File: src/rtl/rsc_params.svh
// Constants for the reset and suspend control block
// Functional notes
// - Global reset tri-states outputs, clears registers
// - Suspend keeps registers under global reset
// - Bus reset tri-states outputs, clears registers; the code clears the supply codes but keeps the event enable and pending flags
// - Event output during bus reset only if enabled
// - Default state after bus reset release
// - Suspend keeps registers under bus reset
// - Bus signals sampled on rising clock edge
// - Drive two-bit main supply control pair
// - Drive two-bit programming supply control pair
`ifndef RSC_PARAMS_SVH
`define RSC_PARAMS_SVH
`define RSC_VCC_RESET 2'h0
`define RSC_VPP_RESET 2'h0
`define RSC_PME_ENABLE_RESET 1'h0
`define RSC_VCC_BIT0 0
`define RSC_VCC_BIT1 1
`endif

File: src/rtl/rsc_pkg.sv
// Types for the reset and suspend control block
package rsc_pkg;
  typedef enum logic [1:0] {
    rsc_run,
    rsc_held,
    rsc_frozen
  } rsc_mode_type;
  typedef struct packed {
    logic [1:0] vcc;
    logic [1:0] vpp;
    logic pme_enable;
    logic pme_pending;
  } rsc_regs_type;
endpackage : rsc_pkg

File: src/rtl/rsc_ctl_if.sv
// Interface carrying reset decisions between the synchroniser and the core
`timescale 1ns/1ns
interface rsc_ctl_if;
  logic hold_outputs;
  logic clear_regs;
  logic in_bus_reset;
  modport source (output hold_outputs, output clear_regs, output in_bus_reset);
  modport sink (input hold_outputs, input clear_regs, input in_bus_reset);
endinterface : rsc_ctl_if

File: src/rtl/rsc_reset_sync.sv
// Synchronises reset and suspend pins and decides hold and clear
`timescale 1ns/1ns
module rsc_reset_sync
  import rsc_pkg::*;
(
  input wire logic sys_clk,
  input wire logic reset,
  input wire logic global_reset_in_n,
  input wire logic bus_reset_in_n,
  input wire logic suspend_in_n,
  rsc_ctl_if.source ctl
);
  typedef struct packed {
    logic [2:0] meta;
    logic [2:0] sync;
  } rsc_sync_type;
  rsc_sync_type state;
  rsc_sync_type next_state;
  logic glob_seen;
  logic bus_seen;
  logic susp_seen;

  // Two flops per pin on the raw levels; only the second stage is used
  always_comb begin
    next_state = state;
    next_state.meta = {suspend_in_n, bus_reset_in_n, global_reset_in_n};
    next_state.sync = state.meta;
  end

  // Reset leaves both stages at the released level, so no false reset follows
  always_ff @(posedge sys_clk or posedge reset) begin
    if (reset) begin
      state <= '1;
    end else begin
      state <= next_state;
    end
  end

  // Pins are active low; decode only after the second stage
  assign glob_seen = ~state.sync[0];
  assign bus_seen = ~state.sync[1];
  assign susp_seen = ~state.sync[2];
  // Either reset floats the outputs; suspend blocks the clearing and masks the bus reset flag
  assign ctl.hold_outputs = glob_seen | bus_seen;
  assign ctl.clear_regs = (glob_seen | bus_seen) & ~susp_seen;
  assign ctl.in_bus_reset = bus_seen & ~glob_seen & ~susp_seen;
endmodule : rsc_reset_sync

File: src/rtl/rsc_top.sv
// Reset and suspend control with card power switch control outputs
`timescale 1ns/1ns
`include "rsc_params.svh"
module rsc_top
  import rsc_pkg::*;
#(
  // Width of each supply control code; the pin pairs carry exactly two bits
  parameter int unsigned CODE_WIDTH = 2
)
(
  input wire logic sys_clk,
  input wire logic reset,
  input wire logic global_reset_in_n,
  input wire logic bus_reset_in_n,
  input wire logic suspend_in_n,
  input wire logic set_valid,
  input wire logic [CODE_WIDTH-1:0] set_vcc,
  input wire logic [CODE_WIDTH-1:0] set_vpp,
  input wire logic set_pme_enable,
  input wire logic pme_event,
  output logic card_vcc_ctl_bit0,
  output logic card_vcc_ctl_bit1,
  output logic card_vcc_ctl_oe_n,
  output logic card_vpp_ctl_bit0,
  output logic card_vpp_ctl_bit1,
  output logic card_vpp_ctl_oe_n,
  output logic pme_out_n,
  output logic pme_oe_n,
  output logic [1:0] mode
);
  typedef struct packed {
    rsc_regs_type regs;
    logic [1:0] vcc_pin;
    logic [1:0] vpp_pin;
    logic pins_oe_n;
    logic pme_out_n;
    logic pme_oe_n;
    rsc_mode_type mode;
  } rsc_state_type;
  rsc_state_type state;
  rsc_state_type next_state;
  rsc_ctl_if ctl ();

  //////////////////////////////////////////////////////////////////////////////
  // Refuse code widths that the fixed pin pairs cannot carry
  if (CODE_WIDTH != 2) begin : g_width_check
    $error("supply control code width must be two");
  end

  //////////////////////////////////////////////////////////////////////////////
  // Pin synchronisers and reset decisions
  rsc_reset_sync u_rsc_reset_sync (
    .sys_clk(sys_clk),
    .reset(reset),
    .global_reset_in_n(global_reset_in_n),
    .bus_reset_in_n(bus_reset_in_n),
    .suspend_in_n(suspend_in_n),
    .ctl(ctl)
  );

  //////////////////////////////////////////////////////////////////////////////
  // Next state: register updates and pin drive
  always_comb begin
    next_state = state;
    // A global reset clears all; a bus reset keeps the event context
    if (ctl.clear_regs) begin
      next_state.regs.vcc = `RSC_VCC_RESET;
      next_state.regs.vpp = `RSC_VPP_RESET;
      if (!ctl.in_bus_reset) begin
        next_state.regs.pme_enable = `RSC_PME_ENABLE_RESET;
        next_state.regs.pme_pending = 1'b0;
      end else if (pme_event) begin
        next_state.regs.pme_pending = 1'b1; // Event context kept over bus reset
      end
    end else if (!ctl.hold_outputs) begin
      if (set_valid) begin
        next_state.regs.vcc = set_vcc;
        next_state.regs.vpp = set_vpp;
        next_state.regs.pme_enable = set_pme_enable;
      end
      next_state.regs.pme_pending = pme_event;
    end
    // Suspended resets leave regs untouched
    next_state.vcc_pin = next_state.regs.vcc;
    next_state.vpp_pin = next_state.regs.vpp;
    next_state.pins_oe_n = ctl.hold_outputs;
    next_state.pme_out_n = ~(next_state.regs.pme_pending & next_state.regs.pme_enable);
    // Only a bus reset lets an enabled event output go on driving
    if (ctl.in_bus_reset) begin
      next_state.pme_oe_n = ~next_state.regs.pme_enable;
    end else begin
      next_state.pme_oe_n = ctl.hold_outputs | ~next_state.regs.pme_enable;
    end
    // Mode code: run, held in a clearing reset, frozen in a suspended reset
    case ({ctl.hold_outputs, ctl.clear_regs})
      2'b11: next_state.mode = rsc_held;
      2'b10: next_state.mode = rsc_frozen;
      default: next_state.mode = rsc_run;
    endcase
  end

  // System reset floats every output, as a pin reset would
  always_ff @(posedge sys_clk or posedge reset) begin
    if (reset) begin
      state <= '0;
      state.pins_oe_n <= 1'b1;
      state.pme_out_n <= 1'b1;
      state.pme_oe_n <= 1'b1;
    end else begin
      state <= next_state;
    end
  end

  //////////////////////////////////////////////////////////////////////////////
  // Outputs straight from flops
  assign card_vcc_ctl_bit0 = state.vcc_pin[`RSC_VCC_BIT0];
  assign card_vcc_ctl_bit1 = state.vcc_pin[`RSC_VCC_BIT1];
  assign card_vpp_ctl_bit0 = state.vpp_pin[`RSC_VCC_BIT0];
  assign card_vpp_ctl_bit1 = state.vpp_pin[`RSC_VCC_BIT1];
  assign card_vcc_ctl_oe_n = state.pins_oe_n;
  assign card_vpp_ctl_oe_n = state.pins_oe_n;
  assign pme_out_n = state.pme_out_n;
  assign pme_oe_n = state.pme_oe_n;
  assign mode = state.mode;
endmodule : rsc_top

File: config.mk
export PLATFORM = sky130hd
export DESIGN_NAME = rsc_top
export DESIGN_NICKNAME = d
export VERILOG_FILES = /design/src/rtl/rsc_pkg.sv /design/src/rtl/rsc_ctl_if.sv /design/src/rtl/rsc_reset_sync.sv /design/src/rtl/rsc_top.sv
export VERILOG_INCLUDE_DIRS = /design/src /design/src/rtl
export SDC_FILE = /design/constraint.sdc
export NUM_CORES = 1
export LEC_CHECK = 0
export BUFFER_PORTS_ARGS = -buffer_cell sky130_fd_sc_hd__buf_2
export CELL_PAD_IN_SITES_DETAIL_PLACEMENT = 1
export CELL_PAD_IN_SITES_GLOBAL_PLACEMENT = 2
export CORE_ASPECT_RATIO = 1.1
export CORE_MARGIN = 2
export CORE_UTILIZATION = 30
export CTS_CLUSTER_SIZE = 28
export DETAILED_ROUTE_END_ITERATION = 8
export GPL_ROUTABILITY_DRIVEN = 0
export PLACE_DENSITY = 0.72
export SLEW_MARGIN = 20
export SYNTH_ARGS = -nofsm -noshare
export SYNTH_HDL_FRONTEND = slang
export SYNTH_SLANG_ARGS = --single-unit
File: constraint.sdc
create_clock -name sys_clk -period 1.3 [get_ports sys_clk]
set_input_delay 0.13 -clock sys_clk [delete_from_list [all_inputs] [get_ports sys_clk]]
set_output_delay 0.13 -clock sys_clk [all_outputs]
set_load 0.05 [all_outputs]
; ---- After elaboration in Yosys (flattened, before gate mapping)
; Cells that the tools add are included.
[classes]
n_mux = 8
mul = 0
n_lt_le_gt_ge = 0
eq_ne = 3
shifts = 0
bitwise_logic = 10
add_sub_neg = 0
n_reduce_logical = 2
div_mod_pow = 0
[ops]
columns = cell, count
row1 = $mux W6, 2
row2 = $mux W5, 1
row3 = $and A1 B1 Y1, 4
row4 = $eq A2 B2 Y1 const B, 2
row5 = $mux W1, 4
row6 = $not A1 Y1, 4
row7 = $pmux W2 S2, 1
row8 = $ne A2 B1 Y1 const B, 1
row9 = $or A1 B1 Y1, 2
row10 = $reduce_and A2 Y1, 1
row11 = $reduce_bool A2 Y1, 1
[totals]
rom_bits = 0
mem_count = 0
in_bits = 12
latch_bits = 0
ff_bits = 17
out_inout_bits = 10
ramBits = 0
wordCells = 33

; ---- Depth between registers and ports, before layout
; Gate-level depths: netlist of run 1.
[depth]
ltp_word = 8
mapped_depth = 3
depth_no_buf = 3

; ---- By module
; From an unflattened synthesis of run 1, not the netlist that was laid out.
[hier_totals]
hier_cells = 49
area_unflattened_um2 = 670.6
[by_module_without_submodules]
columns = mod, seq_area_each_um2, instances, cells_each, area_each_um2
row1 = rsc_top, 279.0, 1, 39, 489.2
row2 = rsc_reset_sync, 157.7, 1, 10, 181.4

; ---- Worst setup path before layout of run 1
; Ideal clock, no wire load.
[synth_timing]
path_kind = reg2reg
startpoint = register u_rsc_reset_sync.state[0] (netlist name)
endpoint = register state (netlist bit card_vcc_ctl_bit0)
setup_time_ns = 0.121
t_arrival_ns = 0.975
path_stages_with_launch = 4
path_buffers = 0
synth_period_minus_slack_ns = 1.096
required_time_ns = 1.179
setup_slack_ns = 0.204
cell_sequence = dfstp_2 a21oi_2 o21bai_4 a22o_1
[synth_between]
elab_chain_cells = 5
word_cells_on_any_way = 7
classes_between = eq/ne: 1 / mux: 1 / bitwise: 3 / reduce/logical: 2
[synth_lines]
columns = element, line_no
row1 = start: declaration, rsc_reset_sync.sv:17  ; rsc_sync_type state;
row2 = start signal: assignment, rsc_reset_sync.sv:35  ; state <= next_state;
row3 = $not A1 Y1 (*), rsc_reset_sync.sv:40  ; assign glob_seen = ~state.sync[0];
row4 = $or A1 B1 Y1 (*), "rsc_reset_sync.sv:44, rsc_reset_sync.sv:45"
row5 = $and A1 B1 Y1, rsc_reset_sync.sv:45  ; assign ctl.clear_regs = (glob_seen | bus_seen) & ~susp_seen;
row6 = $ne A2 B1 Y1 (no line) or $reduce_bool A2 Y1 (tied branches), -
row7 = $reduce_and A2 Y1 (no line), -
row8 = end signal: assignment, rsc_top.sv:110  ; state <= next_state;
row9 = end: declaration, rsc_top.sv:40  ; rsc_state_type state;
; Mark *: on every way between the ends. The rest lies on a longest branch, timed or not.
; A chain may end at the register's enable or synchronous reset.

; ---- Worst setup path after layout of run 1
[layout_timing]
startpoint = register state (netlist bit card_vcc_ctl_oe_n)
endpoint = output port card_vpp_ctl_oe_n
[layout_rtl]
columns = element, line_no
row1 = end: declaration, rsc_top.sv:26  ; output logic card_vpp_ctl_oe_n,
; No word-level cell between the ends.

==> impl_results.md, run 1 <==
- IO buf count: 21
- Mapped Cells: 41
- Fmax: 834 MHz
- Fin. Hold Viols: 0
- Setup ws final: 0.101 ns
- Sum of buffers and inverters on the critical path: 1
- IO Pins: 22
- Vias: 408
- Slowest CP cell: dfstp_2
- Part of the cycle the worst path needs: 92.2%
- Fill count: 227
- Crit path kind: reg -> out
- Hold crit path type: in -> reg
- Share of cells above drive strength 1: 55.2%
- Max FO, Critical Path: 2
- DP HPWL: 743 µm
- Clk sink count: 17
- Post-synth cell types: 19
- Crit start category: register
- Die H: 51.6 µm
- Mapped cell area: 617 µm²
- Static Leak: 0.000379 µW
- Hold_ws: 0.0596 ns
- Cts hold-fix bufs: 4
- CP max stage delay: 0.53 ns
- Min Tclk post-route: 1.20 ns
- H-Tree Depth: 1
- Cts repair resizes: 0
- Core Area: 1980 µm²
- Util after Layout: 40.5%
- Total chip power: 1020 µW
- Register area share after synthesis: 70.8%
- Global-route wire length before repair: 1770 µm
- Max Slew Vio Count: 0
- Post-CTS setup buffer count: 0
- Final setup violation count: 0
- Routed Antenna Nets: 0
- Routed WL: 1080 µm
- GRT overflow: 0
- Final TNS setup: 0 ns
- Largest net degree at the start of global routing: 18
- 1st-iter DRT viols: 1
- Total number of yosys warnings: 0
- RSZ-0062 raised after global routing: no
- Power Density: 1280 nW/µm²
- Place WS: 0.133 ns
- Clock transition at path regs: 0.09 ns
- Actual slew at the worst max-slew pin: 0.622 ns
- Data required, critical path: 1.17 ns
- Die ar.: 2440 µm²
- Initial DRT Pass Iterations: 4
- Initial antenna violation count: 0
- Crit path DAT: 1.07 ns
- Peak supply drop: 0.000561 V
- Area Overhead vs Synth: 29.8%
- Synthesized area per cell: 15.0 µm²
- # rows: 17
- Outcome: finished, final reports clean
- CTS Buffer Depth: 2
- Clock Skew: 0.00109 ns
- Syn_nets: 53
- Antenna cells: 0
- CTS Root Cell: clkbuf_4
- Synthesized flop and latch total: 17
- Skew-Pair Late Insertion Delay: 0.29 ns
- Avg Vias per Cell: 4.29
- CTS Buf Count: 3
- NumNets Final: 80
- Worst path cell trace: buf_2
- Slew margin rel.: 58.5%
- Vias in the first global route: 412
- Die Width: 47.2 µm
- Max cap viols: 0
- Drt wl/cell: 11.3 µm
- DRC violations left: 0
- Worst Setup End Kind: output port
- Worst path top cell family by delay: flip-flops
- Initial Utilization: 31.2%
- CTS tree: yes
- Total GRT Usage: 11.0%
-- cell usage in the layout (no fill, tap or decap) --
cell and count:
a22o_1 4, inv_1 1, and2_1 1, dfstp_2 9
dfrtp_1 8, nand2b_1 1, or2_1 1, buf_2 21
nor3b_1 1, nand2_1 3, o21bai_4 1, mux2i_1 1
o21ai_2 1, o21a_1 1, clkbuf_1 1, a21oi_2 1
a32o_1 1, nand2_2 1, clkbuf_4 3, o21ai_0 1
dlygate4sd3_1 4, and3_1 1
-- registers in the layout, summed over array words and instances (netlist names) --
name                         count
card_vcc_ctl_bit1                1
mode                             2
card_vpp_ctl_bit1                1
state                            2
card_vcc_ctl_oe_n                1
card_vcc_ctl_bit0                1
card_vpp_ctl_bit0                1
pme_out_n                        1
u_rsc_reset_sync.state           3
u_rsc_reset_sync.next_state      3
pme_oe_n                         1
-- synthesized netlist by cell type --
cell type	number	share of area (%)
a21oi_2	1	1.4
a22o_1	4	5.7
a32o_1	1	1.6
and2_1	1	1.0
and3_1	1	1.0
buf_4	3	3.7
dfrtp_1	8	32
dfstp_2	9	38
inv_1	1	0.61
mux2i_1	1	1.6
nand2_1	3	1.8
nand2_2	1	1.0
nand2b_1	1	1.0
nor3b_1	1	1.2
o21a_1	1	1.2
o21ai_0	1	0.81
o21ai_2	1	1.4
o21bai_4	1	3.0
or2_1	1	1.0
-- metrics by stage --
step	std cells	instance area (µm²)
after floorplan	41	617
after global placement	87	734
after detailed placement	87	734
after CTS	95	801
after global routing	95	801
final	95	801
-- metal layers --
metal	up-vias	global-route usage, %	wire [µm]	share of wire [%]
met5	-	0	0	0
met4	0	8.33	17	1.6
met3	4	3.13	58	5.4
met2	17	16.4	540	50
met1	194	12.8	459	43
li1	193	-	-	-
-- where the power goes --
part	total, µW	switching, µW	internal (µW)
sequential	588	16.5	571
clock	276	157	119
combinational	160	105	55.0
-- final timing paths --
path,start,to,slack (ns),cells after the start
min in group asynchronous,reset,card_vpp_ctl_bit0,0.46,3
max in group asynchronous,reset,state[9],0.44,3
max,card_vcc_ctl_oe_n,card_vpp_ctl_oe_n,0.10,1
min,set_vpp[1],card_vpp_ctl_bit1,0.06,2
max reg2reg,u_rsc_reset_sync.state[0],pme_oe_n,0.10,3
min reg2reg,u_rsc_reset_sync.next_state[2],u_rsc_reset_sync.state[2],0.36,0
-- cells by family (layout without fill, tap and decap cells) --
family,count (synthesis),in the layout,share of synthesized area (%)
buffers and inverters,4,30,4.26
flip-flops,17,17,70.8
AO/OA/AOI/OAI,10,10,15.2
AND/OR/NAND/NOR,9,9,8.12
multiplexers,1,1,1.62
-- layout make-up --
class | count | area (µm²) | share of cell area, %
repair buffers | 25 | 145 | 18.1
clock buffers | 4 | 26.3 | 3.28
inverters | 1 | 3.75 | 0.469
flip-flops and latches | 17 | 437 | 54.5
well taps | 28 | 35.0 | 4.38
multi-input cells | 20 | 154 | 19.2
Power figures use the tool's default switching activity.
==> inputs of run 2 (changes only) <==
--- a/config.mk
+++ b/config.mk
@@ -15,7 +15,7 @@
 export CTS_CLUSTER_SIZE = 28
 export DETAILED_ROUTE_END_ITERATION = 8
 export GPL_ROUTABILITY_DRIVEN = 0
-export PLACE_DENSITY = 0.72
+export PLACE_DENSITY = 0.74
 export SLEW_MARGIN = 20
 export SYNTH_ARGS = -nofsm -noshare
 export SYNTH_HDL_FRONTEND = slang
==> run 2 against run 1 <==
  * Sequential cell count stayed put
  * Sequential power about the same
  * Largest cell class unchanged
  * First-iteration DRC count did not move
  * Clock power shrank 4%
  * Power fell by 0.72%
  * Setup slack better by 0.0097 ns
  * Die area stayed put
==> impl_results.md, run 2 (synthesis results as in run 1) <==
- Max FO, Critical Path: 2 (unchanged)
- RR Startpoint: u_rsc_reset_sync.state[0]
- Slowest CP cell: dfstp_2
- Area Overhead vs Synth: 31.0%
- Initial antenna violation count: 0 (unchanged)
- NumNets Final: 81 (+1.3%)
- CTS Root Cell: clkbuf_4
- IO buf count: 21 (unchanged)
- Die H: 51.6 µm (unchanged)
- Fin. Hold Viols: 0 (unchanged)
- Die ar.: 2440 µm² (unchanged)
- Part of the cycle the worst path needs: 91.5% (-0.75 points)
- Total chip power: 1020 µW (-0.72%)
- Crit path kind: reg -> out
- Crit start category: register
- R2R Path End: card_vpp_ctl_bit1
- Routed Antenna Nets: 0 (unchanged)
- Setup ws final: 0.111 ns (+0.00970 ns)
- Static Leak: 0.000384 µW (+1.3%)
- Global-route wire length before repair: 1750 µm (-1.2%)
- Slew margin rel.: 75.1% (+17 points)
- Hold path depth: 2 (unchanged)
- Vias in the first global route: 412 (unchanged)
- Max cap viols: 0 (unchanged)
- Total GRT Usage: 10.3% (-0.70 points)
- Fill count: 223 (-1.8%)
- CTS tree: yes
- IO Pins: 22 (unchanged)
- Drt wl/cell: 11.2 µm (-1.1%)
- Commonest cells after routing, fill and taps aside: buf_2, dfstp_2, dfrtp_1
- # rows: 17 (unchanged)
- Peak supply drop: 0.000592 V (+5.5%)
- DRC violations left: 0 (unchanged)
- Final TNS setup: 0 ns (unchanged)
- Final setup violation count: 0 (unchanged)
- Place WS: 0.136 ns (+0.00262 ns)
- 1st-iter DRT viols: 1 (unchanged)
- Reg2reg setup slack: 0.12 ns (+0.02 ns)
- GRT overflow: 0 (unchanged)
- Antenna cells: 0 (unchanged)
- Actual slew at the worst max-slew pin: 0.372 ns (-0.250 ns)
- Crit path DAT: 1.06 ns (about the same)
- Share of cells above drive strength 1: 55.9% (+0.66 points)
- RSZ-0062 raised after global routing: no
- Fmax: 841 MHz (+0.82%)
- Clock Skew: 0.000958 ns (-0.000136 ns)
- Placed cell areas: 742 µm² (+1.0%)
- CTS Buffer Depth: 2 (unchanged)
- Data required, critical path: 1.17 ns (about the same)
- Clk sink count: 17 (unchanged)
- Initial DRT Pass Iterations: 2 (-2)
- Hold crit path type: in -> reg
- Post-CTS setup buffer count: 0 (unchanged)
- Routed WL: 1070 µm (about the same)
- Most common cell after layout, fill and taps aside: buf_2
- Die Width: 47.2 µm (unchanged)
- Initial Utilization: 31.2% (unchanged)
- Worst path top cell family by delay: flip-flops
- Worst Reg-to-Reg Cells: 3 (unchanged)
- DP HPWL: 812 µm (+9.3%)
- Largest net degree at the start of global routing: 18 (unchanged)
- Core Area: 1980 µm² (unchanged)
- Worst path cell trace: buf_2
- CP max stage delay: 0.53 ns (about the same)
- Worst hold path endpoint: card_vpp_ctl_bit0
- Final Cell Area: 808 µm² (+0.94%)
- Min Tclk post-route: 1.19 ns (-0.00970 ns)
- Worst Setup End Kind: output port
- Power Density: 1260 nW/µm² (-1.6%)
- Clock transition at path regs: 0.09 ns (about the same)
- Outcome: finished, final reports clean
- Hold Crit Start: set_vpp[0]
- H-Tree Depth: 1 (unchanged)
- Sum of buffers and inverters on the critical path: 1 (unchanged)
- Avg Vias per Cell: 4.25 (-1.0%)
- Vias: 408 (unchanged)
- Skew-Pair Late Insertion Delay: 0.28 ns (about the same)
- Max Slew Vio Count: 0 (unchanged)
- CTS Buf Count: 3 (unchanged)
==> run 2: changes by cell type in the layout (fill, tap and decap cells not counted) <==
cell   change
buf_4      +1
==> run 2: metal layers <==
layer / vias up / global-route usage, % / wire [µm]
met5: - / 0 / 0
met4: 0 / 5.56 / 9
met3: 2 / 3.13 / 41
met2: 12 / 14.9 / 546
met1: 200 / 13.5 / 477
li1: 194 / - / -
==> run 2: worst max-delay path by stage <==
stage,start,endpoint,cells after the start
detailed placement,u_rsc_reset_sync.state[0],card_vpp_ctl_bit1,3
global route,u_rsc_reset_sync.state[0],pme_oe_n,3
floorplan,u_rsc_reset_sync.state[0],card_vcc_ctl_bit0,3
finish,card_vcc_ctl_oe_n,card_vpp_ctl_oe_n,1
CTS,card_vcc_ctl_oe_n,card_vpp_ctl_oe_n,1
global placement,u_rsc_reset_sync.state[0],card_vcc_ctl_bit0,3
==> run 2: through the flow <==
step	hold slack [ns]	cells	util, %
floorplan	0.0496	41	-
global placement	0.145	88	37.5
detailed placement	0.152	88	37.5
CTS	0.0621	96	40.9
global route	0.0593	96	40.9
finish	0.0727	96	40.9
==> run 2: where the power goes <==
| group | internal (µW) | leakage (µW) | switching (µW) |
|---|---|---|---|
| clock network | 119 | 0.0000150 | 147 |
| registers | 571 | 0.000199 | 17.6 |
| logic | 57.0 | 0.000170 | 105 |
==> run 2: repair_timing <==
action / in CTS / in global routing
hold endpoints to repair: 11 / 0
hold buffers: 4 / 0
resized for setup: 0 / 0
==> run 2: area by class of cell <==
cell class / count / area [µm²] / share of cell area, %
tap: 28 / 35.0 / 4.33
clock buffer: 4 / 26.3 / 3.25
sequential: 17 / 437 / 54.0
multi-input combinational: 20 / 154 / 19.0
timing repair buffer: 26 / 153 / 18.9
inverter: 1 / 3.75 / 0.464
==> inputs of run 3 (changes only) <==
--- a/config.mk
+++ b/config.mk
@@ -15,7 +15,7 @@
 export CTS_CLUSTER_SIZE = 28
 export DETAILED_ROUTE_END_ITERATION = 8
 export GPL_ROUTABILITY_DRIVEN = 0
-export PLACE_DENSITY = 0.74
+export PLACE_DENSITY = 0.82
 export SLEW_MARGIN = 20
 export SYNTH_ARGS = -nofsm -noshare
 export SYNTH_HDL_FRONTEND = slang
==> run 3 against run 2 <==
  * Utilization is 0.38 points lower
  * Clock-buffer cell count stayed put
  * Worst hold slack worse by 0.0051 ns
  * Register-to-register slack hardly changed
  * Critical path depth stayed put
  * Routed wire length is 2.6% lower
  * Clock skew hardly changed
  * Via count is 0.25% lower
  * Non-clock buffer count is 1 lower
  * Critical path type unchanged
==> impl_results.md, run 3 (synthesis results as in run 1) <==
- Max cap viols: 0 (unchanged)
- CTS Root Cell: clkbuf_4
- Slowest CP cell: dfstp_2
- Skew-Pair Late Insertion Delay: 0.28 ns (about the same)
- Final setup violation count: 0 (unchanged)
- GRT overflow: 0 (unchanged)
- Avg Vias per Cell: 4.28 (+0.80%)
- Post-CTS setup buffer count: 0 (unchanged)
- Crit start category: register
- IO buf count: 21 (unchanged)
- Vias in the first global route: 418 (+1.5%)
- Worst path cell trace: buf_2
- Total GRT Usage: 10.9% (+0.64 points)
- CTS Buf Count: 3 (unchanged)
- Data required, critical path: 1.17 ns (about the same)
- DP HPWL: 755 µm (-7.0%)
- Initial Utilization: 31.2% (unchanged)
- 1st-iter DRT viols: 9 (+8)
- Initial antenna violation count: 0 (unchanged)
- Fill count: 226 (+1.3%)
- RSZ-0062 raised after global routing: no
- Min Tclk post-route: 1.19 ns (+0.00273 ns)
- Most common cell after layout, fill and taps aside: buf_2
- Sw power: 275 µW (+2.1%)
- Initial DRT Pass Iterations: 4 (+2)
- Routed Antenna Nets: 0 (unchanged)
- Total internal power: 745 µW (-0.25%)
- Cts repair resizes: 0 (unchanged)
- DRC violations left: 0 (unchanged)
- Placed cell areas: 734 µm² (-1.0%)
- Final Cell Area: 801 µm² (-0.93%)
- CTS Buffer Depth: 2 (unchanged)
- Die H: 51.6 µm (unchanged)
- Clock power frac: 26.7% (+0.6 points)
- Routed WL: 1050 µm (-2.6%)
- Sum of buffers and inverters on the critical path: 1 (unchanged)
- CP max stage delay: 0.53 ns (about the same)
- IO Pins: 22 (unchanged)
- Max Slew Vio Count: 0 (unchanged)
- Sw frac: 27.0% (+0.46 points)
- Gate power share: 15.6% (-0.3 points)
- Die ar.: 2440 µm² (unchanged)
- Drt wl/cell: 11.0 µm (-1.6%)
- NumNets Final: 80 (-1.2%)
- Max FO, Critical Path: 2 (unchanged)
- Flop pwr share: 57.7% (-0.2 points)
- Slew margin rel.: 60.4% (-15 points)
- Commonest cells after routing, fill and taps aside: buf_2, dfstp_2, dfrtp_1
- Power Density: 1270 nW/µm² (+1.3%)
- H-Tree Depth: 1 (unchanged)
- Die Width: 47.2 µm (unchanged)
- Global-route wire length before repair: 1790 µm (+2.4%)
- Worst path top cell family by delay: flip-flops
- Static Leak: 0.000379 µW (-1.3%)
- Fin. Hold Viols: 0 (unchanged)
- Core Area: 1980 µm² (unchanged)
- Actual slew at the worst max-slew pin: 0.593 ns (+0.221 ns)
- Outcome: finished, final reports clean
- CTS tree: yes
- Vias: 407 (-0.25%)
- Fmax: 839 MHz (-0.23%)
- Part of the cycle the worst path needs: 91.7% (+0.21 points)
- Share of cells above drive strength 1: 55.2% (-0.66 points)
- Crit path DAT: 1.06 ns (about the same)
- Area Overhead vs Synth: 29.8%
- Largest net degree at the start of global routing: 18 (unchanged)
- Clock transition at path regs: 0.09 ns (about the same)
- Peak supply drop: 0.000687 V (+16%)
- Cts hold-fix bufs: 4 (unchanged)
- Clk sink count: 17 (unchanged)
- # rows: 17 (unchanged)
- Clock Skew: 0.000617 ns (-0.000342 ns)
- Hold crit path type: in -> reg
- Antenna cells: 0 (unchanged)
- Worst Setup End Kind: output port
- Final TNS setup: 0 ns (unchanged)
- Crit path kind: reg -> out
[run 3: final timing paths]
kind                                                      from                        end  slack, ns  depth (start not counted)
worst max-delay path                         card_vcc_ctl_oe_n          card_vpp_ctl_oe_n       0.11                          1
worst min-delay path                                set_vpp[1]          card_vpp_ctl_bit1       0.07                          2
worst max register to register       u_rsc_reset_sync.state[0]          card_vcc_ctl_bit0       0.13                          3
worst min register to register  u_rsc_reset_sync.next_state[2]  u_rsc_reset_sync.state[2]       0.36                          0
max in group asynchronous                                reset          card_vcc_ctl_bit1       0.45                          3
min in group asynchronous                                reset          card_vcc_ctl_bit0       0.46                          3
[run 3: metrics by stage]
step / setup WS (ns) / total power (µW) / hold WS [ns] / utilization, % / std cells
finish: 0.108 / 1020 / 0.0676 / 40.5 / 95
global placement: 0.140 / 747 / 0.226 / 37.1 / 87
floorplan: 0.204 / 712 / 0.0496 / - / 41
detailed placement: 0.141 / 750 / 0.234 / 37.1 / 87
CTS: 0.0905 / 1040 / 0.0577 / 40.5 / 95
global route: 0.0482 / 1080 / 0.0516 / 40.5 / 95
[run 3: metal layers]
layer  vias to the layer above  track usage [%]  part of all wire [%]
met5                         -                0                     0
met4                         0             5.56                  0.76
met3                         2             5.21                   5.4
met2                        14             15.5                    50
met1                       200             13.5                    44
li1                        191                -                     -
[run 3: final cells by class]
type                       instances  area [µm²]  share of cell area, %
clock buffer                       4        26.3                   3.28
sequential                        17         437                   54.5
inverter                           1        3.75                  0.469
multi-input combinational         20         154                   19.2
tap                               28        35.0                   4.38
timing repair buffer              25         145                   18.1
[run 3: power groups by stage]
stage / Combinational [µW] / Sequential [µW] / Clock (µW)
after global placement: 150 / 597 / 0
final: 159 / 589 / 272
after floorplan: 74.4 / 638 / 0
after global routing: 172 / 595 / 312
after CTS: 161 / 590 / 288
after detailed placement: 152 / 599 / 0
